<file path="config.mk">
export PLATFORM = sky130hd
export DESIGN_NAME = sws_wake_seq
export DESIGN_NICKNAME = d
export VERILOG_FILES = /design/src/design/sws_pkg.sv /design/src/design/sws_reclock.sv /design/src/design/sws_wake_seq.sv
export VERILOG_INCLUDE_DIRS = /design/src /design/src/design
export SDC_FILE = /design/constraint.sdc
export NUM_CORES = 1
export LEC_CHECK = 0
export BUFFER_PORTS_ARGS = -buffer_cell sky130_fd_sc_hd__buf_2
export CAP_MARGIN = 25
export CORE_MARGIN = 3
export CORE_UTILIZATION = 59
export CTS_BUF_LIST = sky130_fd_sc_hd__clkbuf_4 sky130_fd_sc_hd__clkbuf_8
export CTS_CLUSTER_SIZE = 16
export DETAILED_ROUTE_END_ITERATION = 8
export GPL_ROUTABILITY_DRIVEN = 0
export PLACE_DENSITY = 0.91
export SLEW_MARGIN = 20
export SYNTH_ARGS = -nofsm -noshare
export SYNTH_HDL_FRONTEND = slang
export SYNTH_SLANG_ARGS = --single-unit
</file>
<file path="constraint.sdc">
create_clock -name mclk -period 2.4 [get_ports mclk]
set_clock_uncertainty 0.2 [all_clocks]
set_input_delay 0.24 -clock mclk [delete_from_list [all_inputs] [get_ports mclk]]
set_output_delay 0.24 -clock mclk [all_outputs]
set_load 0.02 [all_outputs]
</file>
<file path="src/design/sws_defines.svh">
`ifndef SWS_DEFINES_SVH
`define SWS_DEFINES_SVH

// Timing figures in nanoseconds
`define SWS_CLK_PERIOD_NS 10
`define SWS_POR_READY_NS 2000000
`define SWS_SLEEP_EXIT_SETUP_NS 100000
`define SWS_FULL_WAKE_SETUP_NS 4000000
`define SWS_RX_LOW_HOLD_NS 270000
`define SWS_TONE_PERIOD_NS 2000
`define SWS_BIT_WIDTH_NS 250

// Cycle counts derived from the figures (least times round up)
`define SWS_CYC(ns) (((ns) + `SWS_CLK_PERIOD_NS - 1) / `SWS_CLK_PERIOD_NS)
`define SWS_POR_READY_CYC `SWS_CYC(`SWS_POR_READY_NS)
`define SWS_SLEEP_EXIT_CYC `SWS_CYC(`SWS_SLEEP_EXIT_SETUP_NS)
`define SWS_FULL_WAKE_CYC `SWS_CYC(`SWS_FULL_WAKE_SETUP_NS)
`define SWS_RX_LOW_CYC `SWS_CYC(`SWS_RX_LOW_HOLD_NS)
`define SWS_TONE_CYC `SWS_CYC(`SWS_TONE_PERIOD_NS)
`define SWS_BIT_CYC `SWS_CYC(`SWS_BIT_WIDTH_NS)

// Tone counts and power-up supply cycles
`define SWS_WAKE_TONES 4
`define SWS_EXIT_TONES 40
`define SWS_SUPPLY_CYC 16

`endif

</file>
<file path="src/design/sws_pkg.sv">
package sws_pkg;

  typedef enum logic [2:0] {
    SWS_POWERUP,
    SWS_SHUTDOWN,
    SWS_WAKING,
    SWS_ACTIVE,
    SWS_SLEEP
  } sws_state_type;

  typedef enum logic [1:0] {
    SWS_TONE_NONE,
    SWS_TONE_WAKE,
    SWS_TONE_EXIT
  } sws_tone_type;

  typedef struct packed {
    logic alwaysOnAnalogSupply;
    logic lowDropoutOutput;
    logic analogRegulator;
    logic digitalRegulator;
    logic references;
  } sws_supply_type;

endpackage : sws_pkg

</file>
<file path="src/design/sws_reclock.sv">
`timescale 1ns/10ps
`include "sws_defines.svh"

// Regenerates relayed link bits at a fixed width
module sws_reclock #(
  parameter int BIT_CYC = `SWS_BIT_CYC
) (
  // Clock and reset
  input wire logic mclk,
  input wire logic reset_n,
  // Link
  input wire logic enable,
  input wire logic bitIn,
  output logic bitOut
);
  localparam int CW = $clog2(BIT_CYC + 1);
  localparam logic [CW-1:0] BIT_LAST = CW'(BIT_CYC - 1);
  localparam logic [CW-1:0] HALF = CW'(BIT_CYC / 2);

  logic prev_r, prev_nxt;
  logic busy_r, busy_nxt;
  logic [CW-1:0] cnt_r, cnt_nxt;
  logic out_r, out_nxt;

  always_comb begin
    prev_nxt = bitIn;
    busy_nxt = busy_r;
    cnt_nxt = cnt_r;
    out_nxt = out_r;
    if (!enable) begin
      busy_nxt = 1'b0;
      out_nxt = 1'b0;
    end else if (!busy_r && (bitIn != prev_r)) begin
      busy_nxt = 1'b1;
      cnt_nxt = '0;
    end else if (busy_r) begin
      if (cnt_r == HALF) begin
        out_nxt = bitIn;
      end
      if (cnt_r == BIT_LAST) begin
        cnt_nxt = '0;
        busy_nxt = (bitIn != out_r) || (bitIn != prev_r);
      end else begin
        cnt_nxt = cnt_r + 1'b1;
      end
    end
  end

  always_ff @(posedge mclk or negedge reset_n) begin
    if (!reset_n) begin
      prev_r <= 1'b0;
      busy_r <= 1'b0;
      cnt_r <= '0;
      out_r <= 1'b0;
    end else begin
      prev_r <= prev_nxt;
      busy_r <= busy_nxt;
      cnt_r <= cnt_nxt;
      out_r <= out_nxt;
    end
  end

  assign bitOut = out_r;

  // While enabled, output changes only at mid-bit sample point
  AST_RECLOCK_MID: assert property (@(posedge mclk) disable iff (!reset_n)
    (enable && $past(enable) && busy_r && out_r != $past(out_r))
      |-> $past(cnt_r) == HALF)
    else $error("relayed bit changed off the sample point");

endmodule : sws_reclock

</file>
<file path="src/design/sws_wake_seq.sv">
`timescale 1ns/10ps
`include "sws_defines.svh"

module sws_wake_seq #(
  parameter int POR_CYC = `SWS_POR_READY_CYC,
  parameter int FULL_CYC = `SWS_FULL_WAKE_CYC,
  parameter int EXIT_CYC = `SWS_SLEEP_EXIT_CYC,
  parameter int RXLOW_CYC = `SWS_RX_LOW_CYC,
  parameter int TONE_CYC = `SWS_TONE_CYC,
  parameter int WAKE_TONES = `SWS_WAKE_TONES,
  parameter int EXIT_TONES = `SWS_EXIT_TONES,
  parameter int BIT_CYC = `SWS_BIT_CYC
) (
  // Clock and reset
  input wire logic mclk,
  input wire logic reset_n,
  // Host side pins
  input wire logic wakePin,
  input wire logic rxPin,
  input wire logic sleepRequest,
  // Lower link
  input wire logic toneIn,
  input wire logic linkBitIn,
  // Upper link
  output logic toneOut,
  output logic linkBitOut,
  // Status
  output sws_pkg::sws_supply_type supplies,
  output sws_pkg::sws_state_type state,
  output logic commReady,
  output logic reloadDefaults
);
  import sws_pkg::*;

  localparam int TW = 32;
  localparam logic [TW-1:0] POR_LAST = TW'(POR_CYC - 1);
  localparam logic [TW-1:0] FULL_LAST = TW'(FULL_CYC - 1);
  localparam logic [TW-1:0] EXIT_LAST = TW'(EXIT_CYC - 1);
  localparam logic [TW-1:0] RXLOW_LAST = TW'(RXLOW_CYC - 1);
  localparam logic [TW-1:0] RXLOW_END = TW'(RXLOW_CYC);
  localparam logic [TW-1:0] TONE_LAST = TW'(TONE_CYC - 1);
  localparam logic [TW-1:0] SUP_LAST = TW'(`SWS_SUPPLY_CYC - 1);
  localparam logic [7:0] WAKE_N = 8'(WAKE_TONES);
  localparam logic [7:0] EXIT_N = 8'(EXIT_TONES);

  // Pin synchronisers
  logic [1:0] wakeSync_r, rxSync_r, toneSync_r, bitSync_r, sleepSync_r;
  always_ff @(posedge mclk or negedge reset_n) begin
    if (!reset_n) begin
      wakeSync_r <= 2'h0;
      rxSync_r <= 2'h3;
      toneSync_r <= 2'h0;
      bitSync_r <= 2'h0;
      sleepSync_r <= 2'h0;
    end else begin
      wakeSync_r <= {wakeSync_r[0], wakePin};
      rxSync_r <= {rxSync_r[0], rxPin};
      toneSync_r <= {toneSync_r[0], toneIn};
      bitSync_r <= {bitSync_r[0], linkBitIn};
      sleepSync_r <= {sleepSync_r[0], sleepRequest};
    end
  end
  logic wakeS, rxS, toneS, sleepS;
  assign sleepS = sleepSync_r[1];
  assign wakeS = wakeSync_r[1];
  assign rxS = rxSync_r[1];
  assign toneS = toneSync_r[1];

  // Incoming tone detector: counts clock cycles with line high
  logic toneHiPrev_r, toneHiPrev_nxt;
  logic [TW-1:0] detCnt_r, detCnt_nxt;
  logic [7:0] detTones_r, detTones_nxt;
  logic wakeDet, exitDet;
  always_comb begin
    toneHiPrev_nxt = toneS;
    detCnt_nxt = detCnt_r;
    detTones_nxt = detTones_r;
    wakeDet = 1'b0;
    exitDet = 1'b0;
    if (toneS) begin
      detCnt_nxt = detCnt_r + 1'b1;
    end else if (toneHiPrev_r) begin
      // Pulse ends: TONE_LAST cycles or more is a wake tone, shorter are exit tones
      detTones_nxt = detTones_r + 8'h01;
      if (detCnt_r >= TONE_LAST) begin
        if (detTones_nxt >= WAKE_N) begin
          wakeDet = 1'b1;
        end
      end else begin
        if (detTones_nxt >= EXIT_N) begin
          exitDet = 1'b1;
        end
      end
      detCnt_nxt = '0;
    end
  end

  // Sequencer
  sws_state_type st_r, st_nxt;
  sws_supply_type sup_r, sup_nxt;
  logic [TW-1:0] tim_r, tim_nxt;
  logic ready_r, ready_nxt;
  logic reload_r, reload_nxt;
  logic fullWake_r, fullWake_nxt;
  logic wakePrev_r, wakePrev_nxt;
  logic [TW-1:0] rxLow_r, rxLow_nxt;
  sws_tone_type txKind_r, txKind_nxt;
  logic [7:0] txLeft_r, txLeft_nxt;
  logic [TW-1:0] txCnt_r, txCnt_nxt;
  logic txPhase_r, txPhase_nxt;
  logic toneOut_r, toneOut_nxt;
  logic wakeReq, exitReq;

  always_comb begin
    wakePrev_nxt = wakeS;
    wakeReq = wakeS && !wakePrev_r;
    rxLow_nxt = rxS ? '0 : ((rxLow_r == RXLOW_END) ? rxLow_r : rxLow_r + 1'b1);
    exitReq = !rxS && (rxLow_r == RXLOW_LAST);
    st_nxt = st_r;
    sup_nxt = sup_r;
    tim_nxt = tim_r + 1'b1;
    ready_nxt = ready_r;
    reload_nxt = 1'b0;
    fullWake_nxt = fullWake_r;
    txKind_nxt = txKind_r;
    txLeft_nxt = txLeft_r;
    txCnt_nxt = txCnt_r;
    txPhase_nxt = txPhase_r;
    toneOut_nxt = 1'b0;
    case (st_r)
      SWS_POWERUP: begin
        sup_nxt.alwaysOnAnalogSupply = 1'b1;
        if (tim_r == SUP_LAST) begin
          st_nxt = SWS_SHUTDOWN;
          tim_nxt = '0;
        end
      end
      SWS_SHUTDOWN: begin
        if (!ready_r && tim_r == POR_LAST) begin
          sup_nxt.lowDropoutOutput = 1'b1;
          ready_nxt = 1'b1;
        end
        if (wakeReq || wakeDet) begin
          sup_nxt.analogRegulator = 1'b1;
          sup_nxt.digitalRegulator = 1'b1;
          sup_nxt.references = 1'b1;
          st_nxt = SWS_ACTIVE;
          txKind_nxt = SWS_TONE_WAKE;
          txLeft_nxt = WAKE_N;
          txCnt_nxt = '0;
          txPhase_nxt = 1'b1;
        end
      end
      SWS_SLEEP: begin
        tim_nxt = '0;
        if (wakeReq || wakeDet) begin
          st_nxt = SWS_WAKING;
          fullWake_nxt = 1'b1;
          reload_nxt = 1'b1;
        end else if (exitReq || exitDet) begin
          st_nxt = SWS_WAKING;
          fullWake_nxt = 1'b0;
        end
      end
      SWS_WAKING: begin
        sup_nxt.analogRegulator = 1'b1;
        sup_nxt.digitalRegulator = 1'b1;
        if (fullWake_r ? tim_r == FULL_LAST : tim_r == EXIT_LAST) begin
          st_nxt = SWS_ACTIVE;
          txKind_nxt = fullWake_r ? SWS_TONE_WAKE : SWS_TONE_EXIT;
          txLeft_nxt = fullWake_r ? WAKE_N : EXIT_N;
          txCnt_nxt = '0;
          txPhase_nxt = 1'b1;
        end
      end
      SWS_ACTIVE: begin
        if (sleepS && txKind_r == SWS_TONE_NONE) begin
          st_nxt = SWS_SLEEP;
          sup_nxt.analogRegulator = 1'b0;
          sup_nxt.digitalRegulator = 1'b0;
        end
      end
      default: st_nxt = SWS_SHUTDOWN;
    endcase
    // Tone burst generator: wake tone high one period, exit tones half
    if (txKind_r != SWS_TONE_NONE) begin
      toneOut_nxt = txPhase_r;
      if ((txKind_r == SWS_TONE_WAKE) ? txCnt_r == TONE_LAST
          : txCnt_r == (TONE_LAST >> 1)) begin
        txCnt_nxt = '0;
        txPhase_nxt = !txPhase_r;
        if (!txPhase_r) begin
          txLeft_nxt = txLeft_r - 8'h01;
          if (txLeft_r == 8'h01) begin
            txKind_nxt = SWS_TONE_NONE;
            txPhase_nxt = 1'b0;
          end
        end
      end else begin
        txCnt_nxt = txCnt_r + 1'b1;
      end
    end
  end

  always_ff @(posedge mclk or negedge reset_n) begin
    if (!reset_n) begin
      st_r <= SWS_POWERUP;
      sup_r <= '0;
      tim_r <= '0;
      ready_r <= 1'b0;
      reload_r <= 1'b0;
      fullWake_r <= 1'b0;
      wakePrev_r <= 1'b0;
      rxLow_r <= '0;
      txKind_r <= SWS_TONE_NONE;
      txLeft_r <= 8'h00;
      txCnt_r <= '0;
      txPhase_r <= 1'b0;
      toneOut_r <= 1'b0;
      toneHiPrev_r <= 1'b0;
      detCnt_r <= '0;
      detTones_r <= 8'h00;
    end else begin
      st_r <= st_nxt;
      sup_r <= sup_nxt;
      tim_r <= tim_nxt;
      ready_r <= ready_nxt;
      reload_r <= reload_nxt;
      fullWake_r <= fullWake_nxt;
      wakePrev_r <= wakePrev_nxt;
      rxLow_r <= rxLow_nxt;
      txKind_r <= txKind_nxt;
      txLeft_r <= txLeft_nxt;
      txCnt_r <= txCnt_nxt;
      txPhase_r <= txPhase_nxt;
      toneOut_r <= toneOut_nxt;
      toneHiPrev_r <= toneHiPrev_nxt;
      detCnt_r <= detCnt_nxt;
      detTones_r <= (st_r == SWS_ACTIVE) ? 8'h00 : detTones_nxt;
    end
  end

  sws_reclock #(.BIT_CYC(BIT_CYC)) relay (
    .mclk(mclk),
    .reset_n(reset_n),
    .enable(ready_r),
    .bitIn(bitSync_r[1]),
    .bitOut(linkBitOut)
  );

  assign toneOut = toneOut_r;
  assign supplies = sup_r;
  assign state = st_r;
  assign commReady = ready_r;
  assign reloadDefaults = reload_r;

  AST_POR_SHUTDOWN: assert property (@(posedge mclk) disable iff (!reset_n)
    $past(st_r) == SWS_POWERUP && st_r != SWS_POWERUP
      |-> st_r == SWS_SHUTDOWN && sup_r.alwaysOnAnalogSupply)
    else $error("power-up did not settle in shutdown");
  AST_READY_LDO: assert property (@(posedge mclk) disable iff (!reset_n)
    ready_r |-> sup_r.lowDropoutOutput && st_r != SWS_POWERUP)
    else $error("ready without low-dropout output");
  AST_WAKE_REGS: assert property (@(posedge mclk) disable iff (!reset_n)
    st_r == SWS_ACTIVE |-> sup_r.analogRegulator && sup_r.digitalRegulator)
    else $error("active with regulators off");
  AST_TONE_START: assert property (@(posedge mclk) disable iff (!reset_n)
    $rose(st_r == SWS_ACTIVE) |-> ##1 toneOut_r)
    else $error("no tone after becoming active");
  AST_RELOAD_ONLY_FULL: assert property (@(posedge mclk) disable iff (!reset_n)
    reload_r |-> st_r == SWS_WAKING && fullWake_r)
    else $error("defaults reloaded outside a full wake");
  AST_EXIT_NO_RELOAD: assert property (@(posedge mclk) disable iff (!reset_n)
    st_r == SWS_WAKING && !fullWake_r |-> !reload_r)
    else $error("sleep exit reloaded registers");
  AST_EXIT_TIME: assert property (@(posedge mclk) disable iff (!reset_n)
    st_r == SWS_WAKING && !fullWake_r && tim_r == EXIT_LAST
      |=> st_r == SWS_ACTIVE)
    else $error("sleep exit setup time missed");
  AST_TONE_COUNT: assert property (@(posedge mclk) disable iff (!reset_n)
    txLeft_r <= EXIT_N)
    else $error("tone burst longer than allowed");
  AST_FORWARD: assert property (@(posedge mclk) disable iff (!reset_n)
    st_r == SWS_SHUTDOWN && wakeDet |=> txKind_r == SWS_TONE_WAKE)
    else $error("detected tone not forwarded");

endmodule : sws_wake_seq

</file>
# After elaboration in Yosys (flattened, before gate mapping)
# Index checks and enable logic that the tools add are counted.
# W data, S select, Z words.
# totals
reg_bits	178
latchBits	0
ramBits	0
mem_bits_ro	0
inputBits	7
wordCells	171
n_memories	0
# classes
add_sub_neg	7
multipliers	0
n_div	0
magnitude_cmp	3
eq_ne	30
shifts	0
muxes	72
bitwise	0
reduce_logical	31
# ops
op	count
$mux W32	9
$add A32 B1 Y32 const B	4
$pmux W32 S2	2
$eq A32 B15 Y1 const B	2
$mux W8	8
$eq A32 B14 Y1 const B	1
$eq A32 B18 Y1 const B	1
$eq A32 B19 Y1 const B	1
$eq A32 B4 Y1 const B	1
$eq A32 B7 Y1 const B	1
$eq A32 B8 Y1 const B	1
$ge A32 B8 Y1 const B	1
$mux W1	29
$mux W3	7
$mux W2	8
$pmux W8 S2	1
$mux W5	3
$pmux W3 S5	1
$ne A2 B2 Y1 const B	6
$reduce_and A2 Y1	5
$reduce_bool A2 Y1	5
$ne A3 B3 Y1 const B	3
$reduce_and A3 Y1	3
$add A8 B1 Y8 const B	1
other kinds (24)	39

# Longest topological paths before layout
# Gate-level depths: netlist of run 1.
# depth
depth_word	13
depth_mapped	10

# Hierarchy
# From an unflattened synthesis of run 1, not the netlist that was laid out.
# hier_totals
cells_unflattened	974
area_unflattened_um2	9147.5
# modules_own_cells
module	instances	cells_per_inst	area_each_um2	seq_area_each_um2
sws_wake_seq	1	933	8719.6	4231.6
sws_reclock	1	41	427.9	200.2

# Worst setup path before layout of run 1
# Ideal clock, no wire load.
# synth_timing
path_type	register -> register
from	register tim_r[4]
to	register txLeft_r[2]
arrival_ps	2145
required_time_ps	2081
slack_ps	-63
stages_incl_launch_ff	8
period_less_slack_ps	2463
cell_sequence	dfrtp_1 -> or4_1 -> nor4_1 -> a21oi_1 -> or4_4 -> nor3b_4 -> nor3_1 -> o21a_1
# synth_via
elab_chain_cells	7
# synth_rtl
item	line	text
start, declared	sws_wake_seq.sv:101	logic [TW-1:0] tim_r, tim_nxt;
start signal, assigned	sws_wake_seq.sv:226	tim_r <= tim_nxt;
$eq A32 B14 Y1 or $eq A32 B19 Y1 (tied branches)	sws_wake_seq.sv:168	if (fullWake_r ? tim_r == FULL_LAST : tim_r == EXIT_LAST) begin
$mux W1 (*)	sws_wake_seq.sv:168	
$mux W8 (*)	sws_wake_seq.sv:168	
$pmux W8 S2 (*)	sws_wake_seq.sv:130	case (st_r)
$mux W8	sws_wake_seq.sv:192	if (!txPhase_r) begin
$mux W8	sws_wake_seq.sv:188	if ((txKind_r == SWS_TONE_WAKE) ? txCnt_r == TONE_LAST
$mux W8 (*)	sws_wake_seq.sv:186	if (txKind_r != SWS_TONE_NONE) begin
via txLeft_nxt[2]	sws_wake_seq.sv:108	logic [7:0] txLeft_r, txLeft_nxt;
end signal, assigned	sws_wake_seq.sv:233	txLeft_r <= txLeft_nxt;
end, declared	sws_wake_seq.sv:108	
# The timed path passes the listed nets; every way through them passes the cells marked *.
# A chain may end at the register's enable or synchronous reset.

# Final worst setup path of run 1
# layout_timing
from	register detTones_r[4]
to	register sup_r (netlist bit supplies[2])
# layout_via
elab_chain_cells	9
# layout_rtl
item	line	text
start, declared	sws_wake_seq.sv:72	logic [7:0] detTones_r, detTones_nxt;
start signal, assigned	sws_wake_seq.sv:239	detTones_r <= (st_r == SWS_ACTIVE) ? 8'h00 : detTones_nxt;
$add A8 B1 Y8	sws_wake_seq.sv:84	detTones_nxt = detTones_r + 8'h01;
$ge A8 B3 Y1	sws_wake_seq.sv:86	if (detTones_nxt >= WAKE_N) begin
$mux W1	sws_wake_seq.sv:86	
$mux W1	sws_wake_seq.sv:85	if (detCnt_r >= TONE_LAST) begin
$mux W1	sws_wake_seq.sv:82	end else if (toneHiPrev_r) begin
$mux W1	sws_wake_seq.sv:80	if (toneS) begin
$logic_or A1 B1 Y1	sws_wake_seq.sv:143	if (wakeReq || wakeDet) begin
$ne A2 B2 Y1 (no line)	-	
$reduce_and A3 Y1 (no line)	-	
end signal, assigned	sws_wake_seq.sv:225	sup_r <= sup_nxt;
end, declared	sws_wake_seq.sv:100	sws_supply_type sup_r, sup_nxt;
# Every way passes these cells.

==> impl_metrics.toml, run 1 <==
[clocking]
clk_path_buf_depth = 2
cts_made_buffers = 17
htreeDepth = 4
clk_pin_slew_ps = 90
cts.sinks = 177
cts_tree = "done"
root_buffer = "clkbuf_8"
clk_latency_ps = 490

[synth]
avgSynthCellArea_sq_um = 9.23
synth_cell_types = 63
async_flop_share_pct = 100
synth_area_sq_um = 9020
synth_seq_cells = 177
yosysSeqAreaShare_pct = 49.1
synth_cells = 977
synth_fp_nets = 994
ys_warn_count = 0
synth_flop_cell = "dfrtp_1"
synth_edf_count = 0

[floorplan]
ios = 19
die_w_microns = 130
dieArea_sq_um = 16800
core_sq_um = 14800
fp-row-count = 44
die_height_microns = 130
start_util_pct = 61.1

[drt]
detailedRoute.firstPassIterationCount = 6
post-route-drc-count = 0
vias = 7988
vias_per_cell = 6.20
postRouteAntennaNets = 0
wirelength_microns = 21400
drtIter0Drc = 769
wl_per_cell_microns = 16.6

[timing]
worst_slew_pin_slew_ps = 768
finalCritPeriodShare_pct = 104
period_minus_slack_ps = 2490
slew_headroom_pct = 48.6
setup_viol = 26
finalWorstSetupSlack_ps = -87.4
finalHoldViolations = 0
maxSlewViolCount = 0
rsz0062_at_grt = "yes"
timing.fmax_ghz = 0.402
worst_hold_slack_ps = 98.1

[global_routing]
track_usage_pct = 25.5
first_global_vias = 7321
globalRoute.totalOverflow = 0
grt_antenna_before_repair = 0
grt_pass1_wl_microns = 34700
grt_max_degree = 62

[outcome]
status = "finished, violations left"
violations = "negative setup slack"

[placement]
dp_hpwl_microns = 13500
portBuffers = 18

[layout]
final_common_cell = "dfrtp_1"
finalNetCount = 1108
diodes = 0
drive_gt1_share_pct = 20.5
mostFrequentLayoutCells = "dfrtp_1 (171), nor2_1 (114), nand2_1 (105)"
utilization_pct = 73.3
area_growth_pct = 20.0

[worst_setup_path]
path_buf_inv = 1
crit_fanout = 5
endpoint_kind = "flop"
slowest_delay_ps = 440
critPathTopFamily = "compound AO/OA/AOI/OAI gates"
r2r_start = "detTones_r[4]$_DFFE_PN0P_"
slowest_stage = "dfrtp_1"
startpoint = "detTones_r[4]$_DFFE_PN0P_"
crit_path_cell_trace = "and4_1, a211oi_1, a41o_1, a221o_1, buf_4, and2_1, a2111oi_2, a21o_1"
cp-start-kind = "flop"
critPathKind = "flop to flop"
crit_required_ps = 2620
critPathArrivalTime_ps = 2700

[power]
power_frac_comb_pct = 23.0
peakVddDrop_v = 0.000501
netSwitchingPower_mw = 2.21
total_power_mw = 6.90
swShare_pct = 32.1
p_clk_share_pct = 27.5
p_int_mw = 4.68
p_per_area_nw_per_um2 = 637
p_leak_nw = 4.79
p_seq_share_pct = 49.5

[hold_path]
hp-class = "input pin to asynchronous set/reset pin"

[job]
maxCapViolations = 0
==> final timing paths <==
path                                                    to  slack [ps]  cells past startpoint
worst min register to register     toneSync_r[1]$_DFF_PN0_         160                      0
worst max register to register     supplies[2]$_DFFE_PN0P_         -90                      8
worst max-delay path               supplies[2]$_DFFE_PN0P_         -90                      8
min in group mclk                  toneSync_r[1]$_DFF_PN0_         160                      0
max in group asynchronous          detCnt_r[6]$_DFFE_PN0P_        1190                      3
worst min-delay path            relay.cnt_r[0]$_DFFE_PN0P_         100                      2
==> cell type report <==
class / instances / area [sq um]
clock buffer: 21 / 277
clock inverter: 11 / 80.1
fill: 969 / 3930
inverter: 25 / 93.8
multi-input combinational: 739 / 4630
sequential: 177 / 4440
tap: 184 / 230
timing repair buffer: 131 / 1070
==> synthesized netlist by cell type (all sizes together) (3+ instances only) <==
cell	count	area [sq um]
a22o	4	35.0
o21a	9	67.6
a31oi	32	200
and4	9	78.8
a21o	5	37.5
nor2b	10	62.6
buf	13	70.1
o21ai	47	235
xnor2	22	193
and3	13	83.8
o31ai	8	60.1
nand3	77	385
ha	10	125
nor3b	5	53.8
dfrtp	175	4380
nand3b	3	22.5
clkbuf	23	98.8
xor2	45	394
o211ai	6	45.0
inv	25	93.8
a21oi	30	150
nand4	35	219
or4	5	41.3
nor4b	3	26.3
and2	13	81.3
nand2b	8	50.1
mux2i	18	180
nand2	106	398
nor2	117	439
nor3	26	135
or3	16	100
nor4	34	213
==> metrics by stage <==
stage / setup TNS (ps) / instances / setup slack [ps] / area (sq um)
detailed placement: -4290 / 1237 / -141 / 9960
global placement: -225 / 1237 / -69.6 / 9960
global route: -4080 / 1288 / -187 / 10800
floorplan: 0 / 977 / 38.1 / 9020
finish: -1120 / 1288 / -87.4 / 10800
CTS: -7.30 / 1280 / -6.21 / 10500
==> state kept, by name, summed over array words and instances, names as in the netlist, 2 cells and up <==
name         cells
supplies         3
detTones_r       8
bitSync_r        2
txKind_r         2
state            3
sleepSync_r      2
detCnt_r        32
txLeft_r         8
txCnt_r         32
rxSync_r         2
toneSync_r       2
relay.cnt_r      5
tim_r           32
rxLow_r         32
wakeSync_r       2
==> cell families (layout without fill, tap and decap cells) <==
logic type / after synthesis / after routing / share of synthesized area (%)
simple gates: 488 / 488 / 27.2
flops: 177 / 177 / 49.1
compound gates: 154 / 154 / 10.6
xor+xnor: 67 / 67 / 6.51
buf+inv: 61 / 188 / 2.91
mux: 20 / 20 / 2.25
fa+ha+maj: 10 / 10 / 1.39
==> metal layers <==
metal	GRT usage, %	vias to the layer above	share of wire, %
li1	-	3727	-
met1	33.6	3914	42
met2	42.3	300	51
met3	5.19	47	5.6
met4	8.62	0	2.1
met5	0	-	0
==> power by group through the flow <==
stage          clock network (mW)  registers (mW)  logic [mW]
3_5_place_dp                    0            3.44        1.35
6_report                     1.89            3.42        1.59
2_1_floorplan                   0            3.48       0.757
3_3_place_gp                    0            3.42        1.29
4_1_cts                      1.92            3.40        1.46
5_1_grt                      2.07            3.44        1.72
==> what timing repair did <==
action / in CTS / in global routing
resized for setup: 19 / 44
hold endpoints to repair: 103 / 0
setup endpoints to repair: 74 / 84
gates cloned: 1 / 1
buffers inserted: 4 / 7
pin swaps: 6 / 11
hold buffers: 6 / 0
(Power assumes the default switching activity.)
==> run 2, diff against run 1 <==
--- a/config.mk
+++ b/config.mk
@@ -8,13 +8,14 @@
 export LEC_CHECK = 0
 export BUFFER_PORTS_ARGS = -buffer_cell sky130_fd_sc_hd__buf_2
 export CAP_MARGIN = 25
+export CORE_ASPECT_RATIO = 0.75
 export CORE_MARGIN = 3
 export CORE_UTILIZATION = 59
 export CTS_BUF_LIST = sky130_fd_sc_hd__clkbuf_4 sky130_fd_sc_hd__clkbuf_8
 export CTS_CLUSTER_SIZE = 16
 export DETAILED_ROUTE_END_ITERATION = 8
 export GPL_ROUTABILITY_DRIVEN = 0
-export PLACE_DENSITY = 0.91
+export PLACE_DENSITY_LB_ADDON = 0.25
 export SLEW_MARGIN = 20
 export SYNTH_ARGS = -nofsm -noshare
 export SYNTH_HDL_FRONTEND = slang
==> impl_metrics.toml, run 2 (synthesis results as in run 1) <==
[outcome]
status = "finished, violations left"
violations = "negative setup slack"

[power]
p_per_area_nw_per_um2 = 651
p_leak_nw = 4.95
peakVddDrop_v = 0.000385

[timing]
finalHoldViolations = 0
period_minus_slack_ps = 2440
setup_viol = 24
timing.fmax_ghz = 0.409
rsz0062_at_grt = "yes"
slew_headroom_pct = 52.5
finalWorstSetupSlack_ps = -44.3
finalCritPeriodShare_pct = 102
maxSlewViolCount = 0
tns_ps = -522
worst_slew_pin_slew_ps = 710

[worst_setup_path]
endpoint_kind = "flop"
crit_required_ps = 2550
crit-reg2reg-capture = "txCnt_r[16]$_DFFE_PN0P_"
crit_fanout = 7
ff2ff_path_depth = 8
r2r_start = "detTones_r[0]$_DFFE_PN0P_"
critPathKind = "flop to flop"
cp-endpoint = "txCnt_r[16]$_DFFE_PN0P_"
r2r_slack_ps = -40
startpoint = "detTones_r[0]$_DFFE_PN0P_"
cp-start-kind = "flop"
critPathArrivalTime_ps = 2590

[global_routing]
first_global_vias = 7367
globalRoute.totalOverflow = 0
grt_pass1_wl_microns = 35100
grt_antenna_before_repair = 0
track_usage_pct = 25.4
grt_max_degree = 74

[clocking]
cts.sinks = 177
cts_made_buffers = 17
clk_pin_slew_ps = 90
cts_tree = "done"
htreeDepth = 4
clk_latency_ps = 460
clk_path_buf_depth = 2
root_buffer = "clkbuf_8"

[drt]
detailedRoute.firstPassIterationCount = 5
drtIter0Drc = 563
post-route-drc-count = 0
vias = 7791
wirelength_microns = 21200
wl_per_cell_microns = 15.9
vias_per_cell = 5.87
postRouteAntennaNets = 0

[floorplan]
dieArea_sq_um = 16800
ios = 19
die_w_microns = 149
fp-row-count = 38
core_sq_um = 14700
die_height_microns = 113
start_util_pct = 61.4

[layout]
mostFrequentLayoutCells = "dfrtp_1 (175), buf_4 (120), nor2_1 (117)"
drive_gt1_share_pct = 20.9
fill_cells = 953
diodes = 0
multiInputGateArea_sq_um = 4570
finalNetCount = 1133
final-seq-area_sq_um = 4430
final_common_cell = "dfrtp_1"
area_growth_pct = 22.4

[hold_path]
min-delay-start = "wakeSync_r[0]$_DFF_PN0_"
whs_path_depth = 0
hp-class = "flop to flop"

[job]
maxCapViolations = 0

[placement]
dp_hpwl_microns = 14000
dp_slack_ps = -89.4
portBuffers = 18
-- run 2: cell types whose count changed in the layout (fill, tap and decap cells not counted), moves of 3 or more --
cell	before	now
dfrtp_1	171	175
inv_6	3	0
clkinv_2	3	0
a31oi_2	5	2
nor2_2	3	0
o21ai_1	3	8
a31oi_1	23	29
dfrtp_2	4	0
nor2_1	114	117
a31oi_4	4	1
buf_4	97	120
clkbuf_8	19	22
o21ai_0	39	36
-- run 2: layout make-up --
cell class,instances,share of cell area [%]
Multi-Input combinational cell,739,41.4
Timing Repair Buffer,156,11.6
Clock inverter,7,0.906
Sequential cell,177,40.1
Tap cell,200,2.27
Clock buffer,24,2.88
Inverter,25,0.850
-- run 2: what timing repair did --
item | CTS | global route
pin swaps | 2 | 13
gates resized for setup | 13 | 40
setup endpoints to repair | 63 | 77
hold buffers | 6 | 0
cloned | 0 | 2
setup buffers | 1 | 9
endpoints found under the hold margin | 73 | 0
-- run 2: through the flow --
stage | utilization [%] | total power [mW] | instances | instance area [sq um] | hold WS, ps
3_5_place_dp | 69.3 | 4.85 | 1279 | 10200 | 103
4_1_cts | 73.1 | 7.02 | 1317 | 10700 | 153
2_1_floorplan | - | 4.24 | 977 | 9020 | -256
5_1_grt | 75.2 | 7.56 | 1328 | 11000 | 165
6_report | 75.2 | 7.19 | 1328 | 11000 | 152
3_3_place_gp | 69.3 | 4.80 | 1279 | 10200 | 106
-- run 2: critical path, cell delays in order (launching register included) --
cell	delay (ps)
dfrtp_1	410
and2_2	250
xnor2_1	140
a41o_1	270
a221o_1	360
a21o_1	250
buf_4	190
a31oi_4	180
mux2i_1	90
-- run 2: layer usage --
layer	wire length (microns)	up-vias	track usage, %	part of all wire (%)
li1	-	3800	-	-
met1	10300	3766	38.1	49
met2	9620	199	38.4	45
met3	1020	26	5.00	4.8
met4	227	0	6.34	1.1
met5	0	-	0	0
-- run 2: report_power, final --
part | leakage (nW) | internal (mW) | switching (mW)
registers | 2.37 | 3.19 | 0.190
logic | 2.38 | 0.751 | 0.929
clock network | 0.204 | 1.09 | 1.05
total | 4.95 | 5.03 | 2.17
-- run 2: how the worst min path moves through the flow --
| stage | end | slack [ps] |
|---|---|---|
| 5_1_grt | sleepSync_r[1]$_DFF_PN0_ | 170 |
| 3_3_place_gp | detCnt_r[30]$_DFFE_PN0P_ | 110 |
| 3_5_place_dp | detCnt_r[30]$_DFFE_PN0P_ | 100 |
| 2_1_floorplan | bitSync_r[0]$_DFF_PN0_ | -260 |
| 6_report | wakeSync_r[1]$_DFF_PN0_ | 150 |
| 4_1_cts | wakeSync_r[1]$_DFF_PN0_ | 150 |
==> run 3, diff against run 2 <==
--- a/config.mk
+++ b/config.mk
@@ -10,7 +10,7 @@
 export CAP_MARGIN = 25
 export CORE_ASPECT_RATIO = 0.75
 export CORE_MARGIN = 3
-export CORE_UTILIZATION = 59
+export CORE_UTILIZATION = 63
 export CTS_BUF_LIST = sky130_fd_sc_hd__clkbuf_4 sky130_fd_sc_hd__clkbuf_8
 export CTS_CLUSTER_SIZE = 16
 export DETAILED_ROUTE_END_ITERATION = 8
==> constraint.sdc (replaced) <==
create_clock -name mclk -period 2.92 [get_ports mclk]
set_clock_uncertainty 0.2 [all_clocks]
set_input_delay 0.292 -clock mclk [delete_from_list [all_inputs] [get_ports mclk]]
set_output_delay 0.292 -clock mclk [all_outputs]
set_load 0.02 [all_outputs]
==> impl_metrics.toml, run 3 (synthesis results as in run 1) <==
[timing]
tns_ps = 0
worst_hold_slack_ps = 152
setup_viol = 0
finalHoldViolations = 0
rsz0062_at_grt = "no"
timing.fmax_ghz = 0.364
period_minus_slack_ps = 2750
maxSlewViolCount = 0
worst_slew_pin_slew_ps = 736
finalCritPeriodShare_pct = 94.1
slew_headroom_pct = 50.5

[layout]
diodes = 0
drive_gt1_share_pct = 8.94
finalNetCount = 1022
fill_cells = 1042
final-seq-area_sq_um = 4430
area_growth_pct = 9.68
multiInputGateArea_sq_um = 4340
mostFrequentLayoutCells = "dfrtp_1 (175), nor2_1 (117), nand2_1 (106)"
final_common_cell = "dfrtp_1"

[global_routing]
track_usage_pct = 25.3
grt_max_degree = 78
grt_util_met3_pct = 5.04
gr-usage-met1_pct = 38.9
first_global_vias = 6700
grt_pass1_wl_microns = 32100
grt_antenna_before_repair = 0
grt_busiest_layer = "met1"
globalRoute.totalOverflow = 0
use_met2_pct = 36.1

[floorplan]
fp-row-count = 37
dieArea_sq_um = 15800
die_height_microns = 110
die_w_microns = 144
start_util_pct = 65.2
ios = 19
core_sq_um = 13800

[placement]
dp_hpwl_microns = 12600
portBuffers = 18

[power]
p_leak_nw = 4.34
p_seq_share_pct = 50.9
swShare_pct = 29.0
power_frac_comb_pct = 16.1
netSwitchingPower_mw = 1.62
p_int_mw = 3.98
peakVddDrop_v = 0.000374
p_clk_share_pct = 33.1
p_per_area_nw_per_um2 = 566

[drt]
post-route-drc-count = 0
wirelength_microns = 18900
drtIter0Drc = 643
wl_per_cell_microns = 15.8
vias = 7278
vias_per_cell = 6.10
postRouteAntennaNets = 0
detailedRoute.firstPassIterationCount = 5

[worst_setup_path]
crit_fanout = 7
cp-endpoint = "txLeft_r[0]$_DFF_PN0_"
endpoint_kind = "flop"
crit-reg2reg-capture = "txLeft_r[0]$_DFF_PN0_"
critPathArrivalTime_ps = 2890
startpoint = "tim_r[4]$_DFF_PN0_"
r2r_slack_ps = 170
ff2ff_path_depth = 8
cp-start-kind = "flop"
r2r_start = "tim_r[4]$_DFF_PN0_"
crit_required_ps = 3060
critPathKind = "flop to flop"

[job]
maxCapViolations = 0

[clocking]
cts_made_buffers = 17
clk_path_buf_depth = 2
root_buffer = "clkbuf_8"
htreeDepth = 4
clk_latency_ps = 470
clk_pin_slew_ps = 90
post-cts-setup-buffers = 0
cts_tree = "done"
cts.sinks = 177

[hold_path]
hp-class = "flop to flop"

[outcome]
status = "finished, final reports clean"
[run 3: changes by cell type in the layout (fill, tap and decap cells not counted), moves of 4 or more]
cell,delta
buf_4,-103
nor4_1,+9
nor4_2,-6
nor3_1,+4
o21ai_0,+4
[run 3: routing by layer]
metal  routed length, microns  share of wire, %  up-vias
li1                         -                 -     3571
met1                     9680                51     3509
met2                     8110                43      172
met3                      833               4.4       26
met4                      270               1.4        0
met5                        0                 0        -
[run 3: worst max-delay path, cell delays in order, from the launching register on]
cell and delay [ps]:
dfrtp_1 450, or4_1 560, nor4_1 240, a21oi_1 90
nor4_1 390, nand2_1 160, buf_4 180, nand3_1 210
mux2i_1 140
[run 3: how the worst min path moves through the flow]
stage	cells after the start	slack, ps	to	from
global placement	0	130	wakeSync_r[1]$_DFF_PN0_	wakeSync_r[0]$_DFF_PN0_
detailed placement	0	140	toneSync_r[1]$_DFF_PN0_	toneSync_r[0]$_DFF_PN0_
finish	0	150	toneSync_r[1]$_DFF_PN0_	toneSync_r[0]$_DFF_PN0_
CTS	0	160	toneSync_r[1]$_DFF_PN0_	toneSync_r[0]$_DFF_PN0_
global route	0	170	toneSync_r[1]$_DFF_PN0_	toneSync_r[0]$_DFF_PN0_
floorplan	0	-200	bitSync_r[0]$_DFF_PN0_	reset_n
[run 3: area by class of cell]
class,instances,area share [%]
clock buffers,24,3.28
multi-input cells,739,43.8
clock inverters,8,1.24
repair buffers,45,3.68
inverters,25,0.949
well taps,175,2.21
flip-flops and latches,177,44.8
[run 3: through the flow]
stage / total power, mW / worst slack (ps) / util (%) / std cells / cell area (sq um)
after CTS: 5.64 / 130 / 71.5 / 1193 / 9890
after floorplan: 3.48 / 457 / - / 977 / 9020
after global routing: 5.89 / 26.0 / 71.5 / 1193 / 9890
after global placement: 3.74 / 245 / 67.8 / 1155 / 9390
final: 5.60 / 172 / 71.5 / 1193 / 9890
after detailed placement: 3.78 / 187 / 67.8 / 1155 / 9390
[run 3: power by group through the flow]
stage	sequential [mW]	clock, mW	combinational [mW]
floorplan	2.86	0	0.622
global placement	2.88	0	0.863
detailed placement	2.89	0	0.886
CTS	2.84	1.90	0.901
global route	2.88	2.00	1.01
finish	2.85	1.85	0.899
[run 3: what timing repair did]
item / in CTS / in global routing
setup endpoints to repair: 0 / 24
gates resized for setup: 0 / 1
endpoints found under the hold margin: 79 / 0
hold buffers: 6 / 0
